### config.mk
export PLATFORM = sky130hd
export DESIGN_NAME = vpic_controller
export DESIGN_NICKNAME = d
export VERILOG_FILES = /design/src/vpic_controller.v /design/src/vpic_prio_mem.v
export VERILOG_INCLUDE_DIRS = /design/src
export SDC_FILE = /design/constraint.sdc
export NUM_CORES = 2
export LEC_CHECK = 0
export BUFFER_PORTS_ARGS = -buffer_cell sky130_fd_sc_hd__buf_2
export CAP_MARGIN = 20
export CORE_AREA = 2 2 353 355
export DETAILED_ROUTE_END_ITERATION = 8
export DIE_AREA = 0 0 355 357
export PLACE_DENSITY_LB_ADDON = 0.08
export SLEW_MARGIN = 20
export SYNTH_ARGS = -nofsm -noshare
export SYNTH_HDL_FRONTEND = slang
export SYNTH_SLANG_ARGS = --single-unit
### constraint.sdc
create_clock -name sys_clk -period 265.6 [get_ports sys_clk]
set_input_delay 26.56 -clock sys_clk [delete_from_list [all_inputs] [get_ports sys_clk]]
set_output_delay 26.56 -clock sys_clk [all_outputs]
set_load 0.05 [all_outputs]
### src/vpic_map.vh
// Constants of the vectored priority interrupt controller.
`ifndef VPIC_MAP_VH
`define VPIC_MAP_VH

// ----------------------------------------
// Sizes
// ----------------------------------------
`define VPIC_IRQ_COUNT 64
`define VPIC_VEC_COUNT 44
`define VPIC_PRIO_WORDS 11
`define VPIC_EXT_COUNT 5

// ----------------------------------------
// Field positions inside a priority control word slot
// ----------------------------------------
`define VPIC_SLOT_BITS 8
`define VPIC_GP_LSB 2
`define VPIC_GP_W 3
`define VPIC_SP_LSB 0
`define VPIC_SP_W 2

// ----------------------------------------
// Source classes
// ----------------------------------------
`define VPIC_PERSIST_MASK 64'h0FFFFFF8_16318C60
`define VPIC_EXT_IRQ_MASK 64'h00000000_00842108
`define VPIC_EXT_IRQ0 6'h03
`define VPIC_EXT_IRQ1 6'h08
`define VPIC_EXT_IRQ2 6'h0D
`define VPIC_EXT_IRQ3 6'h12
`define VPIC_EXT_IRQ4 6'h17

// ----------------------------------------
// Reset values
// ----------------------------------------
`define VPIC_FLAGS_RST 64'h0000000000000000
`define VPIC_EDGE_RST 5'h00
`define VPIC_PRIO_RST 32'h00000000
`define VPIC_PROX_RST 16'h0000
`define VPIC_VEC_RST 6'h00
`define VPIC_LVL_RST 3'h0
`define VPIC_ADDR_RST 32'h00000000

// ----------------------------------------
// Proximity control codes
// ----------------------------------------
`define VPIC_PROX_OFF 3'h0

`endif

### src/vpic_controller.v
// Vectored priority interrupt controller: flags, arbitration and presentation.
//
// How it works
// Arbitrate events here, then present winner to CPU.
// Sixty-four request sources, IRQ 0 to 63.
// Sources map onto 44 vectors, sharing allowed.
// Single-vector and multi-vector delivery modes.
// Five external inputs, each with edge select.
// Three-bit group priority, higher wins.
// Two-bit subpriority breaks group priority ties.
// Software flag set acts like hardware event.
// Vector address built from software table base.
// Vector address uses software-set entry spacing.
// No shadow register set ever presented.
// Full ties resolved by lowest IRQ number.
// IRQ n flag/enable at bit n of word.
// Word k holds vectors 4k to 4k+3.
// Capture error and event pairs share vectors.
// Serial port fault, receive, transmit share vector.
// Two-wire and change-notice groups share vectors.
// Parallel port event and error share 35.
// External inputs are IRQs 3,8,13,18,23, non-persistent.
// Transfer channels IRQs 60-63 use vectors 40-43.
// Sources classed persistent or non-persistent.
// Mode bit one selects multi-vector, resets zero.
// Proximity code zero off, p delays priority <=p.
// Edge bit one rising, zero falling, reset zero.
// Status reports last presented vector and level.
// Eligible needs flag, enable, nonzero group priority.
// Persistent flag re-sets while condition remains.
`include "vpic_map.vh"

module vpic_controller #(
	parameter NIRQ = `VPIC_IRQ_COUNT,
	parameter NEXT = `VPIC_EXT_COUNT,
	parameter NWORDS = `VPIC_PRIO_WORDS,
	parameter SPACEW = 10
) (
	input wire sys_clk,
	input wire rst_n,
	input wire [NIRQ-1:0] periphReq,
	input wire [NEXT-1:0] extPin,
	input wire [NIRQ-1:0] swFlagSet,
	input wire [NIRQ-1:0] swFlagClr,
	input wire [31:0] requestEnablesLow,
	input wire [31:0] requestEnablesHigh,
	input wire multiVectorSelect,
	input wire [2:0] proximityThreshold,
	input wire [NEXT-1:0] extEdgeSelect,
	input wire [31:0] vectorTableBase,
	input wire [SPACEW-1:0] vectorSpacing,
	input wire [15:0] proxReload,
	input wire prioWrEn,
	input wire [3:0] prioWrIndex,
	input wire [31:0] prioWrData,
	input wire [3:0] prioRdIndex,
	output wire [31:0] prioRdData,
	output wire [31:0] requestFlagsLow,
	output wire [31:0] requestFlagsHigh,
	output reg cpuRequest_r,
	output reg [5:0] cpuVector_r,
	output reg [2:0] cpuLevel_r,
	output reg [31:0] cpuVectorAddr_r,
	output reg cpuShadowSet_r,
	output reg [5:0] presentedVector_r,
	output reg [2:0] presentedLevel_r,
	output reg proxRunning_r
);

	// ----------------------------------------
	// Proximity timer states
	// ----------------------------------------
	localparam [1:0] PX_IDLE = 2'b00;
	localparam [1:0] PX_COUNT = 2'b01;
	localparam [1:0] PX_RELEASE = 2'b10;

	// ----------------------------------------
	// Functions
	// ----------------------------------------
	// Maps an IRQ number onto its vector number.
	function [5:0] irqToVector;
		input [5:0] irq;
		begin
			if (irq <= 6'd5) begin
				irqToVector = irq;
			end else if (irq == 6'd6) begin
				irqToVector = 6'd5;
			end else if (irq <= 6'd10) begin
				irqToVector = irq - 6'd1;
			end else if (irq == 6'd11) begin
				irqToVector = 6'd9;
			end else if (irq <= 6'd15) begin
				irqToVector = irq - 6'd2;
			end else if (irq == 6'd16) begin
				irqToVector = 6'd13;
			end else if (irq <= 6'd20) begin
				irqToVector = irq - 6'd3;
			end else if (irq == 6'd21) begin
				irqToVector = 6'd17;
			end else if (irq <= 6'd25) begin
				irqToVector = irq - 6'd4;
			end else if (irq == 6'd26) begin
				irqToVector = 6'd21;
			end else if (irq <= 6'd36) begin
				irqToVector = irq - 6'd5;
			end else if (irq <= 6'd38) begin
				irqToVector = 6'd31;
			end else if (irq <= 6'd41) begin
				irqToVector = 6'd32;
			end else if (irq <= 6'd44) begin
				irqToVector = 6'd33;
			end else if (irq <= 6'd47) begin
				irqToVector = 6'd34;
			end else if (irq <= 6'd49) begin
				irqToVector = 6'd35;
			end else if (irq <= 6'd52) begin
				irqToVector = 6'd36;
			end else if (irq <= 6'd55) begin
				irqToVector = 6'd37;
			end else if (irq <= 6'd58) begin
				irqToVector = 6'd38;
			end else begin
				irqToVector = irq - 6'd20;
			end
		end
	endfunction

	// Returns the IRQ number of external input e.
	function [5:0] extIrq;
		input [2:0] e;
		begin
			case (e)
				3'd0: extIrq = `VPIC_EXT_IRQ0;
				3'd1: extIrq = `VPIC_EXT_IRQ1;
				3'd2: extIrq = `VPIC_EXT_IRQ2;
				3'd3: extIrq = `VPIC_EXT_IRQ3;
				default: extIrq = `VPIC_EXT_IRQ4;
			endcase
		end
	endfunction

	// ----------------------------------------
	// Priority word storage
	// ----------------------------------------
	wire [NWORDS*32-1:0] prioWords;

	vpic_prio_mem #(
		.WORDS(NWORDS),
		.IDXW(4)
	) uPrioMem (
		.sys_clk(sys_clk),
		.rst_n(rst_n),
		.wrEn(prioWrEn),
		.wrIndex(prioWrIndex),
		.wrData(prioWrData),
		.rdIndex(prioRdIndex),
		.rdData_r(prioRdData),
		.allWords(prioWords)
	);

	// ----------------------------------------
	// External input synchronisers and edge detection
	// ----------------------------------------
	reg [NEXT-1:0] extSync1_r;
	reg [NEXT-1:0] extSync2_r;
	reg [NEXT-1:0] extSync3_r;
	reg [NEXT-1:0] extStable_r;
	reg [NEXT-1:0] extEdge;
	reg [NEXT-1:0] extStable_nxt;
	integer e;

	always @(posedge sys_clk or negedge rst_n) begin
		if (!rst_n) begin
			extSync1_r <= {NEXT{1'b0}};
			extSync2_r <= {NEXT{1'b0}};
			extSync3_r <= {NEXT{1'b0}};
			extStable_r <= {NEXT{1'b0}};
		end else begin
			extSync1_r <= extPin;
			extSync2_r <= extSync1_r;
			extSync3_r <= extSync2_r;
			extStable_r <= extStable_nxt;
		end
	end

	// A level change counts once the second and third stages agree.
	always @* begin
		extStable_nxt = extStable_r;
		extEdge = {NEXT{1'b0}};
		for (e = 0; e < NEXT; e = e + 1) begin
			if (extSync2_r[e] == extSync3_r[e] && extSync3_r[e] != extStable_r[e]) begin
				extStable_nxt[e] = extSync3_r[e];
				extEdge[e] = (extSync3_r[e] == extEdgeSelect[e]);
			end
		end
	end

	// ----------------------------------------
	// Request flags
	// ----------------------------------------
	reg [NIRQ-1:0] flags_r;
	reg [NIRQ-1:0] flags_nxt;
	reg [NIRQ-1:0] periphPrev_r;
	reg [NIRQ-1:0] hwEvent;
	wire [NIRQ-1:0] persistMask;
	wire [NIRQ-1:0] extMask;
	integer i;

	assign persistMask = `VPIC_PERSIST_MASK;
	assign extMask = `VPIC_EXT_IRQ_MASK;

	always @(posedge sys_clk or negedge rst_n) begin
		if (!rst_n) begin
			periphPrev_r <= `VPIC_FLAGS_RST;
			flags_r <= `VPIC_FLAGS_RST;
		end else begin
			periphPrev_r <= periphReq;
			flags_r <= flags_nxt;
		end
	end

	// Persistent sources follow the level, other peripheral requests fire on a rising edge, external inputs on their selected edge.
	always @* begin
		hwEvent = (persistMask & periphReq)
			| (~persistMask & ~extMask & periphReq & ~periphPrev_r);
		for (i = 0; i < NEXT; i = i + 1) begin
			hwEvent[extIrq(i[2:0])] = extEdge[i];
		end
		// A set in the cycle of a clear wins.
		flags_nxt = (flags_r & ~swFlagClr) | hwEvent | swFlagSet;
	end

	assign requestFlagsLow = flags_r[31:0];
	assign requestFlagsHigh = flags_r[63:32];

	// ----------------------------------------
	// Arbitration
	// ----------------------------------------
	wire [NIRQ-1:0] enables;
	reg [5:0] bestIrq;
	reg [5:0] bestVec;
	reg [2:0] bestGp;
	reg [1:0] bestSp;
	reg found;
	reg [5:0] curVec;
	reg [2:0] curGp;
	reg [1:0] curSp;
	integer n;

	assign enables = {requestEnablesHigh, requestEnablesLow};

	// Scans from IRQ 63 down so that equal keys leave the lowest IRQ winning.
	always @* begin
		bestIrq = 6'h00;
		bestVec = 6'h00;
		bestGp = 3'h0;
		bestSp = 2'h0;
		found = 1'b0;
		curVec = 6'h00;
		curGp = 3'h0;
		curSp = 2'h0;
		for (n = NIRQ - 1; n >= 0; n = n - 1) begin
			curVec = irqToVector(n[5:0]);
			curGp = prioWords[curVec*`VPIC_SLOT_BITS + `VPIC_GP_LSB +: `VPIC_GP_W];
			curSp = prioWords[curVec*`VPIC_SLOT_BITS + `VPIC_SP_LSB +: `VPIC_SP_W];
			if (flags_r[n] && enables[n] && curGp != 3'h0) begin
				if (!found || {curGp, curSp} >= {bestGp, bestSp}) begin
					found = 1'b1;
					bestIrq = n[5:0];
					bestVec = curVec;
					bestGp = curGp;
					bestSp = curSp;
				end
			end
		end
	end

	// ----------------------------------------
	// Proximity timer
	// ----------------------------------------
	reg [1:0] pxState_r;
	reg [1:0] pxState_nxt;
	reg [15:0] pxCount_r;
	reg [15:0] pxCount_nxt;
	reg delayable;
	reg present;

	always @(posedge sys_clk or negedge rst_n) begin
		if (!rst_n) begin
			pxState_r <= PX_IDLE;
			pxCount_r <= `VPIC_PROX_RST;
		end else begin
			pxState_r <= pxState_nxt;
			pxCount_r <= pxCount_nxt;
		end
	end

	// Low-priority winners wait out the timer; higher ones pass at once.
	always @* begin
		delayable = (proximityThreshold != `VPIC_PROX_OFF)
			&& (bestGp <= proximityThreshold);
		pxState_nxt = pxState_r;
		pxCount_nxt = pxCount_r;
		present = 1'b0;
		case (pxState_r)
			PX_IDLE: begin
				if (found && !delayable) begin
					present = 1'b1;
				end else if (found && delayable) begin
					if (proxReload == 16'h0000) begin
						present = 1'b1;
						pxState_nxt = PX_RELEASE;
					end else begin
						pxCount_nxt = proxReload;
						pxState_nxt = PX_COUNT;
					end
				end
			end
			PX_COUNT: begin
				if (!found) begin
					pxState_nxt = PX_IDLE;
				end else if (!delayable) begin
					present = 1'b1;
					pxState_nxt = PX_IDLE;
				end else if (pxCount_r == 16'h0001) begin
					present = 1'b1;
					pxState_nxt = PX_RELEASE;
				end else begin
					pxCount_nxt = pxCount_r - 16'h0001;
				end
			end
			PX_RELEASE: begin
				present = found;
				if (!found) begin
					pxState_nxt = PX_IDLE;
				end
			end
			default: begin
				pxState_nxt = PX_IDLE;
			end
		endcase
	end

	// ----------------------------------------
	// Presentation to the processor
	// ----------------------------------------
	reg [5:0] addrVec;
	reg [15:0] offset;

	always @* begin
		addrVec = multiVectorSelect ? bestVec : 6'h00;
		offset = addrVec * vectorSpacing;
	end

	always @(posedge sys_clk or negedge rst_n) begin
		if (!rst_n) begin
			cpuRequest_r <= 1'b0;
			cpuVector_r <= `VPIC_VEC_RST;
			cpuLevel_r <= `VPIC_LVL_RST;
			cpuVectorAddr_r <= `VPIC_ADDR_RST;
			cpuShadowSet_r <= 1'b0;
			presentedVector_r <= `VPIC_VEC_RST;
			presentedLevel_r <= `VPIC_LVL_RST;
			proxRunning_r <= 1'b0;
		end else begin
			cpuRequest_r <= present;
			cpuShadowSet_r <= 1'b0;
			proxRunning_r <= (pxState_nxt == PX_COUNT);
			if (present) begin
				cpuVector_r <= bestVec;
				cpuLevel_r <= bestGp;
				cpuVectorAddr_r <= vectorTableBase + {16'h0000, offset};
				presentedVector_r <= bestVec;
				presentedLevel_r <= bestGp;
			end
		end
	end

endmodule

### src/vpic_prio_mem.v
// Priority control word storage with a registered read port.
`include "vpic_map.vh"

module vpic_prio_mem #(
	parameter WORDS = `VPIC_PRIO_WORDS,
	parameter IDXW = 4
) (
	input wire sys_clk,
	input wire rst_n,
	input wire wrEn,
	input wire [IDXW-1:0] wrIndex,
	input wire [31:0] wrData,
	input wire [IDXW-1:0] rdIndex,
	output reg [31:0] rdData_r,
	output wire [WORDS*32-1:0] allWords
);

	reg [31:0] mem_r [0:WORDS-1];

	genvar g;
	generate
		for (g = 0; g < WORDS; g = g + 1) begin : gWord
			always @(posedge sys_clk or negedge rst_n) begin
				if (!rst_n) begin
					mem_r[g] <= `VPIC_PRIO_RST;
				end else if (wrEn && wrIndex == g) begin
					mem_r[g] <= wrData;
				end
			end
			assign allWords[g*32 +: 32] = mem_r[g];
		end
	endgenerate

	// Out-of-range reads return zero.
	always @(posedge sys_clk or negedge rst_n) begin
		if (!rst_n) begin
			rdData_r <= `VPIC_PRIO_RST;
		end else if (rdIndex < WORDS) begin
			rdData_r <= mem_r[rdIndex];
		end else begin
			rdData_r <= `VPIC_PRIO_RST;
		end
	end

endmodule
### Word-level counts from Yosys, hierarchy flattened

Index checks and enable logic that the tools add are counted.

* bits in registers: 593
* output and inout port bits: 149
* logic and storage cells: 1003

* $add $sub $neg: 2
* multiply operators: 1
* $lt $le $gt $ge: 66
* eq/ne operators: 35
* multiplexer cells: 538
* bitwise logic cells: 8
* reduce and logical (&&, ||, !) cells: 324

Operators by type and width (number)
* 6-bit two-way mux: 128
* 3-bit two-way mux: 127
* 5-bit greater-or-equal comparator: 63
* 2-bit two-way mux: 132
* 1-bit logical AND: 147
* 1-bit two-way mux: 138
* 3-bit nonzero test: 45
* 64-bit bitwise AND: 2
* 32-bit binary-select mux with 4-bit select: 1
* 64-bit inverter: 2
* 64-bit bitwise OR: 2
* 16-bit two-way mux: 6
* 32-bit two-way mux: 3
* 1-bit zero test: 64
* 60-bit by 64-bit bitwise OR with 64-bit output: 1
* 1-bit logical OR: 63
* 32-bit by 16-bit adder with 32-bit output: 1
* 16-bit one-hot mux with 2 select lines: 1
* 16-bit by 1-bit equality test with 1-bit output (second input constant): 1
* 4-bit by 3-bit equality test with 1-bit output (second input constant): 4
* 16-bit zero test: 1
* 6-bit by 10-bit multiplier with 16-bit output: 1
* 16-bit by 1-bit subtractor with 16-bit output (second input constant): 1
* 4-bit equality test (second input constant): 3
* 17 further kinds: 37

### Depth between registers and ports, before layout

* depth in word-level cells: 262
* gate-level depth with buffers: 603
* gate-level depth less buffers: 589

### Modules after synthesis

A second synthesis with hierarchy kept.

* cell total of the unflattened synthesis: 4571
* area total of the unflattened synthesis: 42485.7 um2

Modules (own cells, without submodules)
* vpic_controller: times used 1, cells each 3443, area each 25502.0 um2, sequential area each 4204.0 um2
* vpic_prio_mem: times used 1, cells each 1128, area each 16983.8 um2, sequential area each 9609.2 um2

### Worst setup path after synthesis

OpenSTA, ideal clock, no wires.

* path kind: input-to-reg
* from: input port requestEnablesHigh[31]
* to: register cpuVectorAddr_r[27]
* library setup time: 83 ps
* data arrival time: 131239 ps
* setup slack: 134279 ps
* stages: 533
* path through: o311a_4 and2_1 ha_1 nor2b_1 o21a_1 o211ai_1 and2_2 mux2_2 ha_1 nor2b_1 o21ai_0 a311o_1 nand2_1 mux2_2 ha_1 nand2b_1 a211oi_1 o21ai_0 [497 not listed] a21oi_1 o21bai_1 a21oi_1 o21bai_1 a21oi_1 o21bai_1 a21oi_1 o21bai_1 a21oi_1 o21bai_1 a21o_1 a21o_1 and2_1 and3_1 nor2b_1 nand3_1 xor2_1 o21ai_0

* cells in the longest elaborated chain, start to end: 261
* elaborated cells on any way between the ends: 710
* classes of those cells: add/sub (1); mul (1); order compare (64); mux (512); reduce/logical (132)

RTL lines
* start, declared: RTL line vpic_controller.v:46 `input wire [31:0] requestEnablesHigh,`
* 1-bit logical AND (*) (2 in series): RTL line vpic_controller.v:266 `if (flags_r[n] && enables[n] && curGp != 3'h0) begin`
* branches (longest 259 deep; another with 5-bit greater-or-equal comparator)
* end signal, assigned: RTL line vpic_controller.v:360 `` cpuVectorAddr_r <= `VPIC_ADDR_RST; ``
* end signal, assigned: RTL line vpic_controller.v:372 `cpuVectorAddr_r <= vectorTableBase + {16'h0000, offset};`
* end, declared: RTL line vpic_controller.v:63 `output reg [31:0] cpuVectorAddr_r,`

Every way passes the cells marked *.
A chain may end at the register's enable or synchronous reset.

### Final worst setup path

* from: input port requestEnablesHigh[31]
* to: register cpuVectorAddr_r[31]

Same word-level chain as after synthesis.

==> metrics.md <==
| Metric | Value |
|---|---|
| Maximum root-to-sink buffer count | 3 |
| Placed Instances | 6620 |
| Post-layout minimum cycle time | 150420 ps |
| Detailed Route WL | 152000 µm |
| Setup Buffers After CTS | 0 |
| Worst Hold Class | flip-flop to flip-flop |
| Post-synth ARST share | 100% |
| Syn-to-layout area delta | 15.1% |
| CTS tree | built |
| Largest cells by area after synthesis | dfrtp_1, mux2_2, ha_1 |
| Post-synth top area share | 32.2% |
| Least-Margin Pin Slew | 1160 ps |
| Layout cells sized above 1 | 25.0% |
| Hold Violations, Final | 0 |
| Register area share after synthesis | 32.2% |
| Detailed Route Iter0 Violations | 2486 |
| Critical Path Max Stage Delay | 780 ps |
| Synth Area per Inst | 9.23 µm² |
| CP most frequent cell | ha_1 |
| Final-report max-slew violation count | 0 |
| Initial antenna violation count | 30 |
| Setup Total Neg Slack | 0 ps |
| Top-count cell post-synth | dfrtp_1 |
| Max cap viols | 0 |
| WP data arrival | 150980 ps |
| CP Max Fanout | 14 |
| Crit start category | input port |
| DRT Pass-1 Iters | 6 |
| Gpl congestion | 0.888 |
| RSZ-0062 raised after global routing | no |
| Unique masters post-synth | 156 |
| H-tree Lvls | 3 |
| Peak Freq | 6.65 MHz |
| Finished Layout Cells | 6763 |
| Vias per std cell | 5.51 |
| Total number of yosys warnings | 0 |
| Root buffer cell | clkbuf_16 |
| # rows | 129 |
| Cts bufs inserted | 73 |
| Die Wd | 355 µm |
| CTS clk-pin slew, worst paths | 50 ps |
| Slowest CP cell | nand4bb_1 |
| Count of final setup violators | 0 |
| Crit. End Element | flip-flop |
| Largest net degree at the start of global routing | 125 |
| # port buffers | 513 |
| Nets@finish | 5720 |
| DP HPWL | 117000 µm |
| Period utilisation layout | 56.6% |
| Mapped Cells | 4642 |
| Most used DFF post-synth | dfrtp_1 |
| EDFF count, synth | 0 |
| Die ar. | 127000 µm² |
| DRT antenna net count | 0 |
| Status | completed |
| Vias after detailed routing | 37300 |
| Vias in the first global route | 35900 |
| Number of synthesized register bits | 552 |
| Worst Skew | 29.5 ps |
| Biggest area consumer among synthesized cells | dfrtp_1 |
| Wire per inst | 22.5 µm |
| GR Overflow Total | 0 |
| Residual DRC count | 0 |
| Core ar. | 123000 µm² |
| Clk sinks | 552 |
| Synthesized area | 42800 µm² |
| Synthesized Nets | 5303 |
| I/O pin cnt | 520 |
| Post-CTS resize count | 0 |
| Critical path data required time | 266160 ps |
| Most common library cells after synthesis | dfrtp_1, nand2_1, inv_1 |
| First-pass GRT wire length | 227000 µm |
| Global Route Usage Sum | 23.5% |
| Die Ht | 357 µm |
| Initial Util | 34.8% |
| Worst skew pair latency | 670 ps |
| Worst rel slew slack | 22.8% |
| CTS Hold Bufs | 0 |
| CP Class | input port to flip-flop |
stage by stage:
stage	hold WS [ps]	util, %	instance area, µm²	setup slack (ps)
after detailed placement	337	38.0	46700	115220
after CTS	349	40.0	49300	115410
final	347	40.1	49300	115180
after global routing	353	40.1	49300	104560
after floorplan	331	-	42800	134280
after global placement	333	38.0	46700	115340
worst paths after layout:
path	slack (ps)	depth (start not counted)	end	start
max	115180	527	cpuVectorAddr_r[31]$_DFFE_PN0P_	requestEnablesHigh[31]
min	350	0	extSync2_r[1]$_DFF_PN0_	extSync1_r[1]$_DFF_PN0_
max reg2reg	140490	526	cpuVectorAddr_r[31]$_DFFE_PN0P_	uPrioMem.allWords[346]$_DFFE_PN0P_
min reg2reg	350	0	extSync2_r[1]$_DFF_PN0_	extSync1_r[1]$_DFF_PN0_
max in group asynchronous	237530	3	uPrioMem.allWords[195]$_DFFE_PN0P_	rst_n
min in group asynchronous	25880	1	cpuVectorAddr_r[0]$_DFFE_PN0P_	rst_n
cell families (layout without fill, tap and decap cells):
| kind of cell | Yosys count | count (layout) | share of synthesized area, % |
|---|---|---|---|
| AND/OR/NAND/NOR | 1376 | 1376 | 16.1 |
| AO/OA/AOI/OAI | 1258 | 1258 | 19.9 |
| XOR/XNOR | 40 | 40 | 0.818 |
| other | 1 | 13 | 0.00876 |
| multiplexers | 530 | 530 | 15.3 |
| flip-flops | 552 | 552 | 32.2 |
| adder cells (fa/ha/maj) | 315 | 315 | 9.87 |
| buffers and inverters | 570 | 1042 | 5.69 |
final cells by class:
type	instances	area (µm²)
Antenna cell	12	30.0
Clock buffer	102	2090
Clock inverter	28	458
Fill cell	12600	73700
Inverter	366	1370
Multi-Input combinational cell	3520	26600
Sequential cell	552	13800
Tap cell	1637	2050
Timing Repair Buffer	546	2840
routing by layer:
layer | routed length [µm] | up-vias | global-route usage (%)
met5 | 113 | - | 0
met4 | 4850 | 14 | 7.41
met3 | 8790 | 185 | 4.40
met2 | 68700 | 958 | 37.4
met1 | 69700 | 18300 | 32.2
li1 | - | 17900 | -
placed cells by master (no fill, tap or decap), types with 62 or more instances in the layout:
cell type / synthesis / layout
o21ai_0: 344 / 344
buf_2: 13 / 511
a31oi_1: 62 / 62
clkbuf_16: 0 / 74
mux2i_1: 108 / 108
inv_1: 365 / 365
mux4_2: 64 / 64
dfrtp_1: 552 / 552
nand3_1: 99 / 98
nor3_1: 68 / 68
nand2_1: 389 / 389
nand2b_1: 89 / 87
a21oi_1: 252 / 252
nor2_1: 352 / 347
mux2_2: 352 / 352
ha_1: 244 / 244
registers in the layout, indices dropped and copies added, names as in the netlist:
| signal | count |
|---|---|
| uPrioMem.allWords | 352 |
| flags_r | 64 |
| cpuVectorAddr_r | 32 |
| uPrioMem.rdData_r | 32 |
| periphPrev_r | 23 |
| pxCount_r | 16 |
| presentedVector_r | 6 |
| extStable_r | 5 |
| extSync1_r | 5 |
| extSync2_r | 5 |
| extSync3_r | 5 |
| presentedLevel_r | 3 |
| pxState_r | 2 |
| cpuRequest_r | 1 |
| proxRunning_r | 1 |
critical path: cells and delay by family:
kind / cells / cell delay, ps
AOI/OAI and AO/OA: 221 / 54090
and+or+nand+nor: 167 / 33230
adders and majority gates: 79 / 22870
muxes: 30 / 11090
buffers and inverters: 29 / 2790
xor gates and xnor gates: 1 / 180
Power is left out: the tool's default activity adds up to more than one toggle a clock period on the data nets, which glitch-free logic cannot reach.
